<file path="config.mk">
export PLATFORM = sky130hd
export DESIGN_NAME = priority_binary_point_regs
export DESIGN_NICKNAME = d
export VERILOG_FILES = /design/src/logic/bpr_pkg.sv /design/src/logic/priority_binary_point_regs.sv
export VERILOG_INCLUDE_DIRS = /design/src /design/src/logic
export SDC_FILE = /design/constraint.sdc
export NUM_CORES = 1
export LEC_CHECK = 0
export BUFFER_PORTS_ARGS = -buffer_cell sky130_fd_sc_hd__buf_2
export CAP_MARGIN = 20
export CORE_MARGIN = 2
export CORE_UTILIZATION = 46
export CTS_CLUSTER_DIAMETER = 30
export DETAILED_ROUTE_END_ITERATION = 16
export PLACE_DENSITY = 0.89
export RECOVER_POWER = 25
export SYNTH_ARGS = -nofsm -noshare
export SYNTH_HDL_FRONTEND = slang
export SYNTH_SLANG_ARGS = --single-unit
</file>
<file path="constraint.sdc">
create_clock -name CORE_CLK -period 8.35 [get_ports CORE_CLK]
set_input_delay 0.4175 -clock CORE_CLK [delete_from_list [all_inputs] [get_ports CORE_CLK]]
set_output_delay 0.4175 -clock CORE_CLK [all_outputs]
set_load 0.1 [all_outputs]
</file>
<file path="src/logic/bpr_defs.svh">
`ifndef BPR_DEFS_SVH
`define BPR_DEFS_SVH

// ----------------------------------------
// Field layout and values
// ----------------------------------------
`define BPR_DATA_W 64
`define BPR_FIELD_W 3
`define BPR_SPLIT_MAX 3'h7
`define BPR_SPLIT_ONE 3'h1
`define BPR_RESET_VALUE 3'h7
`define BPR_TRAP_CLASS 6'h18
`define BPR_PRIO_W 8

// ----------------------------------------
// Privilege level codes
// ----------------------------------------
`define BPR_LVL_0 2'h0
`define BPR_LVL_1 2'h1
`define BPR_LVL_2 2'h2
`define BPR_LVL_3 2'h3

`endif

</file>
<file path="src/logic/bpr_pkg.sv">
package bpr_pkg;

  // ----------------------------------------
  // Outcome of a decoded access
  // ----------------------------------------
  typedef enum logic [2:0]
  {
    ACT_UNDEF = 3'b000,
    ACT_TRAP = 3'b001,
    ACT_PHYS = 3'b010,
    ACT_VIRT = 3'b011,
    ACT_ALIAS = 3'b100
  } act_type;

  // ----------------------------------------
  // Storage selected by an access
  // ----------------------------------------
  typedef enum logic [2:0]
  {
    TGT_G0 = 3'b000,
    TGT_G1_S = 3'b001,
    TGT_G1_NS = 3'b010,
    TGT_VG0 = 3'b011,
    TGT_VG1 = 3'b100
  } tgt_type;

endpackage

</file>
<file path="src/logic/priority_binary_point_regs.sv">
`timescale 1ns/100ps
`default_nettype none
`include "bpr_defs.svh"
module priority_binary_point_regs
(
  input wire logic CORE_CLK,
  input wire logic RST,
  input wire logic CLK_EN,
  input wire logic ACC_VALID,
  input wire logic ACC_WRITE,
  input wire logic ACC_GROUP1,
  input wire logic [1:0] ACC_LEVEL,
  input wire logic ACC_NONSECURE,
  input wire logic [63:0] ACC_WDATA,
  input wire logic HIGHEST_PRESENT,
  input wire logic HIGHEST_64BIT,
  input wire logic HYP_PRESENT_64BIT,
  input wire logic SECURE_HYP_ENABLE,
  input wire logic [2:0] SYSREG_IFACE_ENABLE,
  input wire logic HYP_TRAP_ALL_GROUP0,
  input wire logic HYP_TRAP_ALL_GROUP1,
  input wire logic IRQ_ROUTE_TO_HYP,
  input wire logic FIQ_ROUTE_TO_HYP,
  input wire logic IRQ_ROUTE_TO_MONITOR,
  input wire logic FIQ_ROUTE_TO_MONITOR,
  input wire logic SECURE_COMMON_SPLIT_CTL,
  input wire logic NONSECURE_COMMON_SPLIT_CTL,
  input wire logic LEVEL1_COMMON_SPLIT_CTL,
  input wire logic [2:0] PRIORITY_BIT_COUNT,
  output logic RD_VALID,
  output logic [63:0] RD_DATA,
  output logic WR_DONE,
  output logic TRAP_VALID,
  output logic [1:0] TRAP_LEVEL,
  output logic [5:0] TRAP_CLASS,
  output logic UNDEF_VALID,
  output logic [2:0] VM_CTRL_GROUP0_SPLIT,
  output logic [2:0] VM_CTRL_GROUP1_SPLIT,
  output logic [7:0] GROUP0_PRIO_MASK,
  output logic [7:0] GROUP1_S_PRIO_MASK,
  output logic [7:0] GROUP1_NS_PRIO_MASK
);

  // ----------------------------------------
  // Storage
  // ----------------------------------------
  logic [2:0] split0_ff;
  logic [2:0] split1_s_ff;
  logic [2:0] split1_ns_ff;
  logic [2:0] min0;
  logic [2:0] min1_ns;
  logic [2:0] alias_val;
  logic [2:0] wr_val;
  logic [2:0] tgt_min;
  logic [2:0] rd_val;
  logic hyp_en;
  logic trap_all;
  logic route_hyp;
  logic route_mon;
  logic ns_common;
  logic [1:0] trap_lvl;
  bpr_pkg::act_type act;
  bpr_pkg::tgt_type tgt;
  logic [2:0] eff_g1_s;
  logic [2:0] eff_g1_ns;
  logic [7:0] nxt_mask0;
  logic [7:0] nxt_mask1_s;
  logic [7:0] nxt_mask1_ns;

  // ----------------------------------------
  // Minimum split values
  // ----------------------------------------
  // Minimum from bit count
  assign min0 = `BPR_SPLIT_MAX - PRIORITY_BIT_COUNT;
  assign min1_ns = (min0 == `BPR_SPLIT_MAX) ? `BPR_SPLIT_MAX : min0 + `BPR_SPLIT_ONE;
  assign alias_val = (split0_ff == `BPR_SPLIT_MAX) ? `BPR_SPLIT_MAX : split0_ff + `BPR_SPLIT_ONE;

  // ----------------------------------------
  // Access decode
  // ----------------------------------------
  // Secure hyp level only counts when enabled for the Secure state
  assign hyp_en = HYP_PRESENT_64BIT & (ACC_NONSECURE | SECURE_HYP_ENABLE);
  assign trap_all = ACC_GROUP1 ? HYP_TRAP_ALL_GROUP1 : HYP_TRAP_ALL_GROUP0;
  assign route_hyp = ACC_GROUP1 ? IRQ_ROUTE_TO_HYP : FIQ_ROUTE_TO_HYP;
  assign route_mon = HIGHEST_PRESENT & HIGHEST_64BIT & (ACC_GROUP1 ? IRQ_ROUTE_TO_MONITOR : FIQ_ROUTE_TO_MONITOR);
  // Level-1 control stands in without monitor level
  assign ns_common = HIGHEST_PRESENT ? NONSECURE_COMMON_SPLIT_CTL : LEVEL1_COMMON_SPLIT_CTL;

  always_comb
  begin
    act = bpr_pkg::ACT_PHYS;
    tgt = bpr_pkg::TGT_G0;
    trap_lvl = `BPR_LVL_1;
    unique case (ACC_LEVEL)
      `BPR_LVL_0:
      begin
        act = bpr_pkg::ACT_UNDEF;
      end
      `BPR_LVL_1:
      begin
        if (!SYSREG_IFACE_ENABLE[0])
        begin
          act = bpr_pkg::ACT_TRAP;
          trap_lvl = `BPR_LVL_1;
        end
        else if (hyp_en && trap_all)
        begin
          act = bpr_pkg::ACT_TRAP;
          trap_lvl = `BPR_LVL_2;
        end
        else if (hyp_en && route_hyp)
        begin
          act = bpr_pkg::ACT_VIRT;
          tgt = ACC_GROUP1 ? bpr_pkg::TGT_VG1 : bpr_pkg::TGT_VG0;
        end
        else if (route_mon)
        begin
          act = bpr_pkg::ACT_TRAP;
          trap_lvl = `BPR_LVL_3;
        end
      end
      `BPR_LVL_2:
      begin
        if (!SYSREG_IFACE_ENABLE[1])
        begin
          act = bpr_pkg::ACT_TRAP;
          trap_lvl = `BPR_LVL_2;
        end
        else if (route_mon)
        begin
          act = bpr_pkg::ACT_TRAP;
          trap_lvl = `BPR_LVL_3;
        end
      end
      `BPR_LVL_3:
      begin
        if (!SYSREG_IFACE_ENABLE[2])
        begin
          act = bpr_pkg::ACT_TRAP;
          trap_lvl = `BPR_LVL_3;
        end
      end
    endcase
    if (act == bpr_pkg::ACT_PHYS && ACC_GROUP1)
    begin
      if (HIGHEST_PRESENT && !ACC_NONSECURE)
      begin
        // Secure common alias onto group 0
        tgt = (SECURE_COMMON_SPLIT_CTL && ACC_LEVEL == `BPR_LVL_1) ? bpr_pkg::TGT_G0 : bpr_pkg::TGT_G1_S;
      end
      else if (ns_common && ACC_LEVEL != `BPR_LVL_3)
      begin
        act = bpr_pkg::ACT_ALIAS;
      end
      else
      begin
        tgt = bpr_pkg::TGT_G1_NS;
      end
    end
  end

  // ----------------------------------------
  // Write value with clamping
  // ----------------------------------------
  always_comb
  begin
    unique case (tgt)
      bpr_pkg::TGT_G1_NS: tgt_min = min1_ns;
      bpr_pkg::TGT_G0, bpr_pkg::TGT_G1_S: tgt_min = min0;
      default: tgt_min = 3'h0;
    endcase
  end

  assign wr_val = (ACC_WDATA[2:0] < tgt_min) ? tgt_min : ACC_WDATA[2:0];

  always_comb
  begin
    unique case (tgt)
      bpr_pkg::TGT_G1_S: rd_val = split1_s_ff;
      bpr_pkg::TGT_G1_NS: rd_val = split1_ns_ff;
      bpr_pkg::TGT_VG0: rd_val = VM_CTRL_GROUP0_SPLIT;
      bpr_pkg::TGT_VG1: rd_val = VM_CTRL_GROUP1_SPLIT;
      default: rd_val = split0_ff;
    endcase
  end

  // ----------------------------------------
  // Physical split storage
  // ----------------------------------------
  // Reset value is BPR_RESET_VALUE (3'h7); software must program before use
  always_ff @(posedge CORE_CLK)
  begin
    if (RST)
    begin
      split0_ff <= `BPR_RESET_VALUE;
      split1_s_ff <= `BPR_RESET_VALUE;
      split1_ns_ff <= `BPR_RESET_VALUE;
    end
    else if (CLK_EN && ACC_VALID && ACC_WRITE && act == bpr_pkg::ACT_PHYS)
    begin
      unique case (tgt)
        bpr_pkg::TGT_G1_S: split1_s_ff <= wr_val;
        bpr_pkg::TGT_G1_NS: split1_ns_ff <= wr_val;
        default: split0_ff <= wr_val;
      endcase
    end
  end

  // ----------------------------------------
  // Virtual split fields
  // ----------------------------------------
  always_ff @(posedge CORE_CLK)
  begin
    if (RST)
    begin
      VM_CTRL_GROUP0_SPLIT <= `BPR_RESET_VALUE;
      VM_CTRL_GROUP1_SPLIT <= `BPR_RESET_VALUE;
    end
    else if (CLK_EN && ACC_VALID && ACC_WRITE && act == bpr_pkg::ACT_VIRT)
    begin
      if (tgt == bpr_pkg::TGT_VG1)
        VM_CTRL_GROUP1_SPLIT <= wr_val;
      else
        VM_CTRL_GROUP0_SPLIT <= wr_val;
    end
  end

  // ----------------------------------------
  // Access response
  // ----------------------------------------
  always_ff @(posedge CORE_CLK)
  begin
    if (RST)
    begin
      RD_VALID <= 1'b0;
      RD_DATA <= 64'h0000_0000_0000_0000;
      WR_DONE <= 1'b0;
      TRAP_VALID <= 1'b0;
      TRAP_LEVEL <= `BPR_LVL_0;
      TRAP_CLASS <= 6'h00;
      UNDEF_VALID <= 1'b0;
    end
    else if (CLK_EN)
    begin
      RD_VALID <= 1'b0;
      WR_DONE <= 1'b0;
      TRAP_VALID <= 1'b0;
      UNDEF_VALID <= 1'b0;
      if (ACC_VALID)
      begin
        unique case (act)
          bpr_pkg::ACT_UNDEF:
          begin
            UNDEF_VALID <= 1'b1;
          end
          bpr_pkg::ACT_TRAP:
          begin
            TRAP_VALID <= 1'b1;
            TRAP_LEVEL <= trap_lvl;
            TRAP_CLASS <= `BPR_TRAP_CLASS;
          end
          bpr_pkg::ACT_ALIAS:
          begin
            // Level 1 and 2 alias read, write dropped
            RD_VALID <= !ACC_WRITE;
            WR_DONE <= ACC_WRITE;
            if (!ACC_WRITE)
              RD_DATA <= {61'h0, alias_val};
          end
          default:
          begin
            RD_VALID <= !ACC_WRITE;
            WR_DONE <= ACC_WRITE;
            if (!ACC_WRITE)
              RD_DATA <= {61'h0, rd_val};
          end
        endcase
      end
    end
  end

  // ----------------------------------------
  // Group priority masks
  // ----------------------------------------
  // Common control makes group 1 preempt by the group 0 split
  assign eff_g1_s = (HIGHEST_PRESENT && SECURE_COMMON_SPLIT_CTL) ? split0_ff : split1_s_ff;
  assign eff_g1_ns = ns_common ? split0_ff : split1_ns_ff;

  generate
    for (genvar i = 0; i < `BPR_PRIO_W; i++)
    begin : g_mask
      // Bit i is group priority when above the split
      assign nxt_mask0[i] = 3'(i) > split0_ff;
      assign nxt_mask1_s[i] = 3'(i) > eff_g1_s;
      assign nxt_mask1_ns[i] = 3'(i) > eff_g1_ns;
    end
  endgenerate

  always_ff @(posedge CORE_CLK)
  begin
    if (RST)
    begin
      GROUP0_PRIO_MASK <= 8'h00;
      GROUP1_S_PRIO_MASK <= 8'h00;
      GROUP1_NS_PRIO_MASK <= 8'h00;
    end
    else if (CLK_EN)
    begin
      GROUP0_PRIO_MASK <= nxt_mask0;
      GROUP1_S_PRIO_MASK <= nxt_mask1_s;
      GROUP1_NS_PRIO_MASK <= nxt_mask1_ns;
    end
  end

endmodule
`default_nettype wire

</file>
==> impl_metrics.toml, run 1 <==
[yosys]
synthCells = 376
synthTopCellsByCount = "buf_4, dfxtp_1, nor2_1, nand2_1, a21oi_1"
ys_async_sr_fraction_pct = 0
ys_top_cells_by_area = "dfxtp_1, buf_4, nor2_1"
synth_area_mm2 = 0.003094
ys_seq_area_share_pct = 31.70
yosysTopAreaCellShare_pct = 31.70
synth-edff-count = 0
synth-seq-cells = 49
ys.flop_type = "dfxtp_1"
synth_area_leader_cell = "dfxtp_1"
yosys_warnings = 0
yosysMostFrequentCell = "buf_4"
avgSynthCellArea_um2 = 8.229
netlist-cell-type-count = 60

[power]
powerDensity_mw_per_mm2 = 188.8
vdd.ir_drop.worst_uv = 67.11
power_w = 0.0006238
p_leak_nw = 1.513

[sta]
fin_crit_ps = 3230
finalHoldWorstSlack_ps = 412.6
setup_tns_ps = 0
setup_ws_ps = 5120
setup_violations = 0
tightestPinTransition_ps = 1180
max_freq_mhz = 309.6
slew_viol_final = 0
grt_setup_unrepaired = "false"
hold_viol = 0
period_share_pct = 38.68
slew_headroom_pct = 21.69
finClkSkew_ps = 6.404

[route]
antenna_left = 0
wl_per_cell_um = 13.28
first_pass_iters = 5
wl_mm = 6.853
drt-vias-per-instance = 5.269
drtIter0Drc = 145
route.detailed.drc = 0
vias = 2719

[global_route]
grt_pass1_wl_mm = 10.97
antenna_found_initial = 0
grt_pass1_vias = 2425
grtUsageTotal_pct = 18.22
grt-ovfl-total = 0
grt_max_degree = 42

[clocking]
cts_made_buffers = 5
clkLatencyLatePin_ps = 310
clock_sinks = 49
cts_setup_buffers = 0
h-tree-depth = 2
clk_path_buf_depth = 2
root_buffer = "clkbuf_8"
cts-hold-fix-buffers = 0
clkSlewWorstSetupHoldPaths_ps = 90
tritoncts = "done"
ctsResizeCount = 0

[floorplan]
ios = 198
start_util_pct = 48.18
die_area_mm2 = 0.007399
rows = 29
core-area_mm2 = 0.006422
die_w_um = 86.02
die_height_um = 86.02

[critical_path]
cp-end-kind = "flop"
worstPathRequired_ps = 8530
start_kind = "input pin"
crit_path_max_fanout = 14
arrival_ps = 3410
r2r_cells = 6
critPathKind = "in -> reg"

[place]
gp_congestion = 0.9380
io_buffers = 71
hpwl_mm = 5.386
preCtsSetupSlack_ps = 4839

[outcome]
outcome = "finished, final reports clean"

[layout]
n_fill_cell = 617
num_antenna_cells = 0
register_area_um2 = 980.9
multi_input_comb_area_mm2 = 0.001752
area_delta_synth_final_pct = 6.753
layout-drive-gt1-share_pct = 19.59
fin_util_pct = 51.43
layout.nets = 536

[job]
cap_violations = 0

[hold_path]
hold_class = "in -> reg"
holdPathStages = 3
[metrics by stage]
step,instance area (um2),std cells
global placement,3229,508
global route,3303,516
finish,3303,516
CTS,3323,516
detailed placement,3229,508
floorplan,3334,440
[flip-flops by register name (all words and copies together) (netlist names)]
register              flops
TRAP_VALID                1
VM_CTRL_GROUP1_SPLIT      3
GROUP1_NS_PRIO_MASK       8
WR_DONE                   1
split1_ns_ff              3
UNDEF_VALID               1
GROUP1_S_PRIO_MASK        8
TRAP_LEVEL                2
split1_s_ff               3
GROUP0_PRIO_MASK          8
RD_DATA                   3
VM_CTRL_GROUP0_SPLIT      3
split0_ff                 3
TRAP_CLASS                1
RD_VALID                  1
[cell usage in the layout, fill, tap and decap left out, types with 3 or more instances in the layout]
cell / count
a31oi_1: 4
o21ai_0: 10
a21oi_1: 28
nor3_1: 11
nand3_1: 13
conb_1: 65
buf_2: 58
mux2_2: 4
clkbuf_8: 5
and3_1: 4
nand3b_1: 3
mux2i_1: 14
dfxtp_1: 49
clkbuf_1: 13
or2_2: 3
o211ai_1: 7
and2_1: 4
inv_1: 11
nor2_1: 39
ha_1: 6
nand2_1: 30
a311oi_1: 4
a211oi_1: 3
[area by class of cell]
type	instances	area share, %
Clock buffer	5	2.083
Clock inverter	3	0.7576
Inverter	11	1.250
Multi-Input combinational cell	300	53.03
Sequential cell	49	29.70
Tap cell	77	2.917
Timing Repair Buffer	71	10.27
[cell families (layout without fill, tap and decap cells)]
family | count (synthesis) | after routing | share of synthesized area [%]
and+or+nand+nor | 125 | 125 | 19.77
adders and majority gates | 6 | 6 | 2.426
muxes | 21 | 21 | 7.683
AOI/OAI and AO/OA | 83 | 83 | 18.97
other | 1 | 65 | 0.1212
buffers and inverters | 91 | 90 | 19.33
DFF | 49 | 49 | 31.70
[final timing paths]
check,slack (ps),start,endpoint
max,5120,ACC_GROUP1,split0_ff[0]$_SDFFE_PP1P_
min,410,ACC_WDATA[1],VM_CTRL_GROUP0_SPLIT[1]$_SDFFE_PP1P_
max reg2reg,6890,split0_ff[1]$_SDFFE_PP1P_,GROUP1_NS_PRIO_MASK[1]$_SDFFE_PP0P_
min reg2reg,470,GROUP1_S_PRIO_MASK[3]$_SDFFE_PP0P_,GROUP1_S_PRIO_MASK[3]$_SDFFE_PP0P_
[routing by layer]
metal  part of all wire [%]  global-route usage [%]  vias up  routed length [um]
met2                     43                   28.47      152                2941
met4                    2.7                   7.792        0                 182
met5                      0                       0        -                   0
met3                    8.8                   3.272       24                 606
li1                       -                       -     1315                   -
met1                     46                   24.62     1228                3123
[where the power goes]
group	internal, W	total, W	switching, W
logic	0.0000297	0.000236	0.000206
registers	0.000238	0.000242	0.00000319
clock network	0.0000611	0.000146	0.0000849
total	0.000329	0.000624	0.000294
[critical path, stage by stage]
cell      delay, ps
buf_2           250
mux2i_4         350
o2111a_1        280
a21o_2          250
nand2_1         120
mux2i_1         270
inv_1            80
ha_1            200
a21o_1          190
a21oi_1         290
nor2_1          120
a311oi_1        410
o21ai_0         170
Power figures use the tool's default switching activity.
==> inputs of run 2 (changes only) <==
--- a/config.mk
+++ b/config.mk
@@ -9,10 +9,10 @@
 export BUFFER_PORTS_ARGS = -buffer_cell sky130_fd_sc_hd__buf_2
 export CAP_MARGIN = 20
 export CORE_MARGIN = 2
-export CORE_UTILIZATION = 46
+export CORE_UTILIZATION = 43
 export CTS_CLUSTER_DIAMETER = 30
 export DETAILED_ROUTE_END_ITERATION = 16
-export PLACE_DENSITY = 0.89
+export PLACE_DENSITY = 0.84
 export RECOVER_POWER = 25
 export SYNTH_ARGS = -nofsm -noshare
 export SYNTH_HDL_FRONTEND = slang
==> constraint.sdc (replaced) <==
create_clock -name CORE_CLK -period 3.3 [get_ports CORE_CLK]
set_input_delay 0.165 -clock CORE_CLK [delete_from_list [all_inputs] [get_ports CORE_CLK]]
set_output_delay 0.165 -clock CORE_CLK [all_outputs]
set_load 0.1 [all_outputs]
==> impl_metrics.toml, run 2 (synthesis gave the netlist of run 1 again) <==
[place]
dpl_cell_area_mm2 = 0.003268
gp_congestion = 0.8734
hpwl_mm = 5.321
io_buffers = 71

[sta]
period_share_pct = 87.38
fin_crit_ps = 2883
grt_setup_unrepaired = "false"
setup_violations = 0
finalHoldWorstSlack_ps = 152.1
tightestPinTransition_ps = 1187
setup_tns_ps = 0
max_freq_mhz = 346.8
slew_viol_final = 0
hold_viol = 0
slew_headroom_pct = 21.23
finClkSkew_ps = 10.40

[clocking]
h-tree-depth = 2
clkLatencyLatePin_ps = 310
clock_sinks = 49
cts_made_buffers = 5
root_buffer = "clkbuf_8"
clk_path_buf_depth = 2
cts-hold-fix-buffers = 0
ctsResizeCount = 0
clkSlewWorstSetupHoldPaths_ps = 90
tritoncts = "done"
cts_setup_buffers = 0

[critical_path]
start_kind = "input pin"
cp-end-kind = "flop"
worstPathRequired_ps = 3480
cp_num_buf_inv = 2
crit_family = "compound AO/OA/AOI/OAI gates"
crit_chain = "buf_2 -> mux2i_4 -> o2111a_1 -> a21o_2 -> nand3_1 -> a21oi_1 -> inv_1 -> ha_1 -> a21o_1 -> a21oi_1 -> nor2_1 -> a311oi_1 -> o21ai_0"
cp_slowest_cell = "a311oi_1"
arrival_ps = 3060
critPathMostFrequentCell = "a21oi_1"
critPathKind = "in -> reg"
cpPeakStageDelay_ps = 500
crit_path_max_fanout = 14

[global_route]
grtUsageTotal_pct = 17.41
grt_pass1_wl_mm = 10.90
grt_max_degree = 42
grt-ovfl-total = 0
antenna_found_initial = 0
grt_pass1_vias = 2336

[floorplan]
rows = 30
die_height_um = 88.83
start_util_pct = 45.05
core-area_mm2 = 0.006869
ios = 198
die_area_mm2 = 0.007891
die_w_um = 88.83

[power]
power_w = 0.001717
p_leak_nw = 1.519
powerDensity_mw_per_mm2 = 508.3
vdd.ir_drop.worst_uv = 167.5

[layout]
num_antenna_cells = 0
final_common_cell = "conb_1"
finish.instance_area_mm2 = 0.003378
reg_top3 = "GROUP0_PRIO_MASK (8), GROUP1_NS_PRIO_MASK (8), GROUP1_S_PRIO_MASK (8)"
most-common-layout-cells = "conb_1, buf_2, dfxtp_1"
area_delta_synth_final_pct = 9.179
layout.nets = 538
layout-drive-gt1-share_pct = 18.82

[route]
drt-vias-per-instance = 4.983
first_pass_iters = 4
wl_per_cell_um = 12.75
route.detailed.drc = 0
drtIter0Drc = 220
wl_mm = 6.846
antenna_left = 0
vias = 2676

[outcome]
outcome = "finished, final reports clean"

[hold_path]
hold_class = "in -> reg"

[job]
cap_violations = 0
[run 2: changes by cell type in the layout (fill, tap and decap cells not counted)]
cell and delta:
clkinv_2 +1, inv_6 -2, and2_1 +1, clkinvlp_4 -1
buf_2 -6, and2_0 -1, a21oi_2 +1, bufinv_16 +2
buf_4 +2, a21oi_1 -1, clkbuf_1 +6
[run 2: layout make-up]
class	count	area (um2)
Inverter	11	41.29
Fill cell	679	3491
Multi-Input combinational cell	300	1755
Clock buffer	5	68.82
Clock inverter	3	65.06
Sequential cell	49	980.9
Tap cell	96	120.1
Timing Repair Buffer	73	346.6
[run 2: worst paths after layout]
check	from	end	slack (ps)	cells past startpoint
min reg2reg	GROUP1_S_PRIO_MASK[1]$_SDFFE_PP0P_	GROUP1_S_PRIO_MASK[1]$_SDFFE_PP0P_	460	2
min	ACC_WDATA[1]	VM_CTRL_GROUP0_SPLIT[1]$_SDFFE_PP1P_	150	3
max	ACC_GROUP1	split0_ff[0]$_SDFFE_PP1P_	420	13
max reg2reg	split0_ff[1]$_SDFFE_PP1P_	GROUP1_NS_PRIO_MASK[1]$_SDFFE_PP0P_	1810	6
[run 2: metrics by stage]
stage / utilization [%] / std cells / setup WS [ps]
6_report: 49.18 / 537 / 416.6
5_1_grt: 49.18 / 537 / 191.4
4_1_cts: 49.53 / 537 / 403.8
3_5_place_dp: 47.58 / 529 / 124.9
3_3_place_gp: 47.58 / 529 / 194.5
2_1_floorplan: - / 440 / 593.5
[run 2: tightest hold or removal path: stages]
cell	delay, ps
buf_2	130
nand2_1	50
o21ai_0	70
[run 2: where the power goes]
group / total [W] / switching, W / leakage (nW) / internal, W
Sequential: 0.000611 / 0.00000823 / 0.397 / 0.000603
Clock: 0.000506 / 0.000205 / 0.0681 / 0.000301
Combinational: 0.000600 / 0.000522 / 1.05 / 0.0000782
Total: 0.00172 / 0.000735 / 1.52 / 0.000982
[run 2: metal layers]
layer / wire length, um / up-vias / track usage (%)
li1: - / 1322 / -
met1: 3133 / 1222 / 24.59
met2: 2992 / 121 / 26.19
met3: 605 / 11 / 4.104
met4: 115 / 0 / 5.510
met5: 0 / - / 0
==> inputs of run 3 (changes only) <==
--- a/config.mk
+++ b/config.mk
@@ -8,7 +8,6 @@
 export LEC_CHECK = 0
 export BUFFER_PORTS_ARGS = -buffer_cell sky130_fd_sc_hd__buf_2
 export CAP_MARGIN = 20
-export CORE_MARGIN = 2
 export CORE_UTILIZATION = 43
 export CTS_CLUSTER_DIAMETER = 30
 export DETAILED_ROUTE_END_ITERATION = 16
==> constraint.sdc (replaced) <==
create_clock -name CORE_CLK -period 3.3 [get_ports CORE_CLK]
set_input_delay 0.33 -clock CORE_CLK [delete_from_list [all_inputs] [get_ports CORE_CLK]]
set_output_delay 0.33 -clock CORE_CLK [all_outputs]
set_load 0.1 [all_outputs]
==> impl_metrics.toml, run 3 (synthesis gave the netlist of run 1 again) <==
[outcome]
outcome = "finished, final reports clean"

[layout]
finish.instance_area_mm2 = 0.003348
num_antenna_cells = 0
layout-drive-gt1-share_pct = 19.23
area_delta_synth_final_pct = 8.209
multi_input_comb_area_mm2 = 0.001755
most-common-layout-cells = "conb_1, buf_2, dfxtp_1"
n_fill_cell = 699
register_area_um2 = 980.9
final_common_cell = "conb_1"
layout.nets = 540
reg_top3 = "GROUP0_PRIO_MASK (8), GROUP1_NS_PRIO_MASK (8), GROUP1_S_PRIO_MASK (8)"

[route]
antenna_left = 0
drtIter0Drc = 209
drt-vias-per-instance = 4.868
first_pass_iters = 4
top_layer_used = "met4"
wl_per_cell_um = 12.40
route.detailed.drc = 0
met3_wirelength_um = 426
vias = 2619
wl_mm = 6.672
m1WireLength_mm = 3.161
wl_met2_mm = 3.023

[floorplan]
die_height_um = 86.83
core-area_mm2 = 0.006869
die_area_mm2 = 0.007539
die_w_um = 86.83
ios = 198
rows = 30
start_util_pct = 45.05

[power]
p_sw_w = 0.0007048
p_int_w = 0.0008493
p_leak_nw = 1.517
vdd.ir_drop.worst_uv = 188.3
sequentialPowerShare_pct = 39.3
switching_share_pct = 45.35
power_frac_comb_pct = 38.7
powerDensity_mw_per_mm2 = 464.2
p_clk_share_pct = 22.0

[clocking]
clk_path_buf_depth = 2
cts_setup_buffers = 0
clkLatencyLatePin_ps = 290
root_buffer = "clkbuf_8"
clock_sinks = 49
ctsResizeCount = 0
cts-hold-fix-buffers = 0
cts_made_buffers = 5
clkSlewWorstSetupHoldPaths_ps = 80
h-tree-depth = 2
tritoncts = "done"

[critical_path]
cp_slowest_cell = "a311oi_1"
cpPeakStageDelay_ps = 430
critPathMostFrequentCell = "a21oi_1"
crit_path_max_fanout = 9
start_kind = "input pin"
cp-end-kind = "flop"
crit_chain = "buf_2 -> mux2i_4 -> o2111a_1 -> a21o_2 -> nand3_1 -> a21oi_1 -> inv_1 -> ha_1 -> a21o_1 -> a21oi_1 -> nor2_1 -> a311oi_1 -> o21ai_0"
arrival_ps = 3010
critPathKind = "in -> reg"
worstPathRequired_ps = 3460

[global_route]
grt_max_degree = 42
antenna_found_initial = 0
grt_pass1_vias = 2318
grtUsageTotal_pct = 17.55
grt-ovfl-total = 0
grt_pass1_wl_mm = 10.62

[sta]
max_freq_mhz = 350.5
finClkSkew_ps = 9.314
fin_crit_ps = 2853
tightestPinTransition_ps = 1190
slew_headroom_pct = 20.99
period_share_pct = 86.46
grt_setup_unrepaired = "false"
hold_viol = 0
setup_tns_ps = 0
setup_violations = 0
slew_viol_final = 0

[place]
gp_congestion = 0.9114
io_buffers = 71
dpl_cell_area_mm2 = 0.003283
hpwl_mm = 5.281

[hold_path]
hold_class = "in -> reg"

[job]
cap_violations = 0
## run 3: path summary, 6_finish.rpt
path	from	end	cells past startpoint	slack, ps
worst max-delay path	ACC_GROUP1	split0_ff[0]$_SDFFE_PP1P_	13	450
worst min-delay path	ACC_WDATA[1]	VM_CTRL_GROUP0_SPLIT[1]$_SDFFE_PP1P_	3	340
worst max register to register	split0_ff[0]$_SDFFE_PP1P_	GROUP0_PRIO_MASK[0]$_SDFFE_PP0P_	5	1850
worst min register to register	GROUP1_S_PRIO_MASK[3]$_SDFFE_PP0P_	GROUP1_S_PRIO_MASK[3]$_SDFFE_PP0P_	2	470
## run 3: power by group through the flow
| stage | clock, W | combinational, W | sequential (W) |
|---|---|---|---|
| 3_3_place_gp | 0 | 0.000595 | 0.000625 |
| 5_1_grt | 0.000372 | 0.000629 | 0.000613 |
| 3_5_place_dp | 0 | 0.000600 | 0.000625 |
| 2_1_floorplan | 0 | 0.000516 | 0.000704 |
| 6_report | 0.000341 | 0.000602 | 0.000611 |
| 4_1_cts | 0.000352 | 0.000602 | 0.000611 |
## run 3: per-layer routing
metal | track usage [%] | up-vias
met5 | 0 | -
met4 | 4.091 | 0
met3 | 3.524 | 6
met2 | 28.99 | 108
met1 | 23.48 | 1182
li1 | - | 1323
## run 3: layout make-up
| cell class | instances | area share [%] |
|---|---|---|
| Clock buffer | 7 | 2.578 |
| Timing Repair Buffer | 75 | 10.87 |
| Multi-Input combinational cell | 300 | 52.43 |
| Tap cell | 96 | 3.587 |
| Inverter | 11 | 1.233 |
| Sequential cell | 49 | 29.30 |
## run 3: worst max-delay path, delay by kind of cell
kind,cells,cell delay [ps]
compound gates,7,1530
mux,1,350
fa+ha+maj,1,300
buf+inv,2,320
simple gates,2,170
## run 3: stage by stage
stage | hold WS [ps] | instances | total power, W | utilization, % | setup slack (ps)
finish | 342.6 | 538 | 0.001554 | 48.74 | 446.7
global route | 383.5 | 538 | 0.001613 | 48.74 | 185.8
CTS | 339.5 | 538 | 0.001565 | 49.05 | 455.1
detailed placement | 455.5 | 531 | 0.001225 | 47.80 | 147.6
global placement | 447.7 | 531 | 0.001220 | 47.80 | 211.6
floorplan | 468.6 | 440 | 0.001221 | - | 428.5
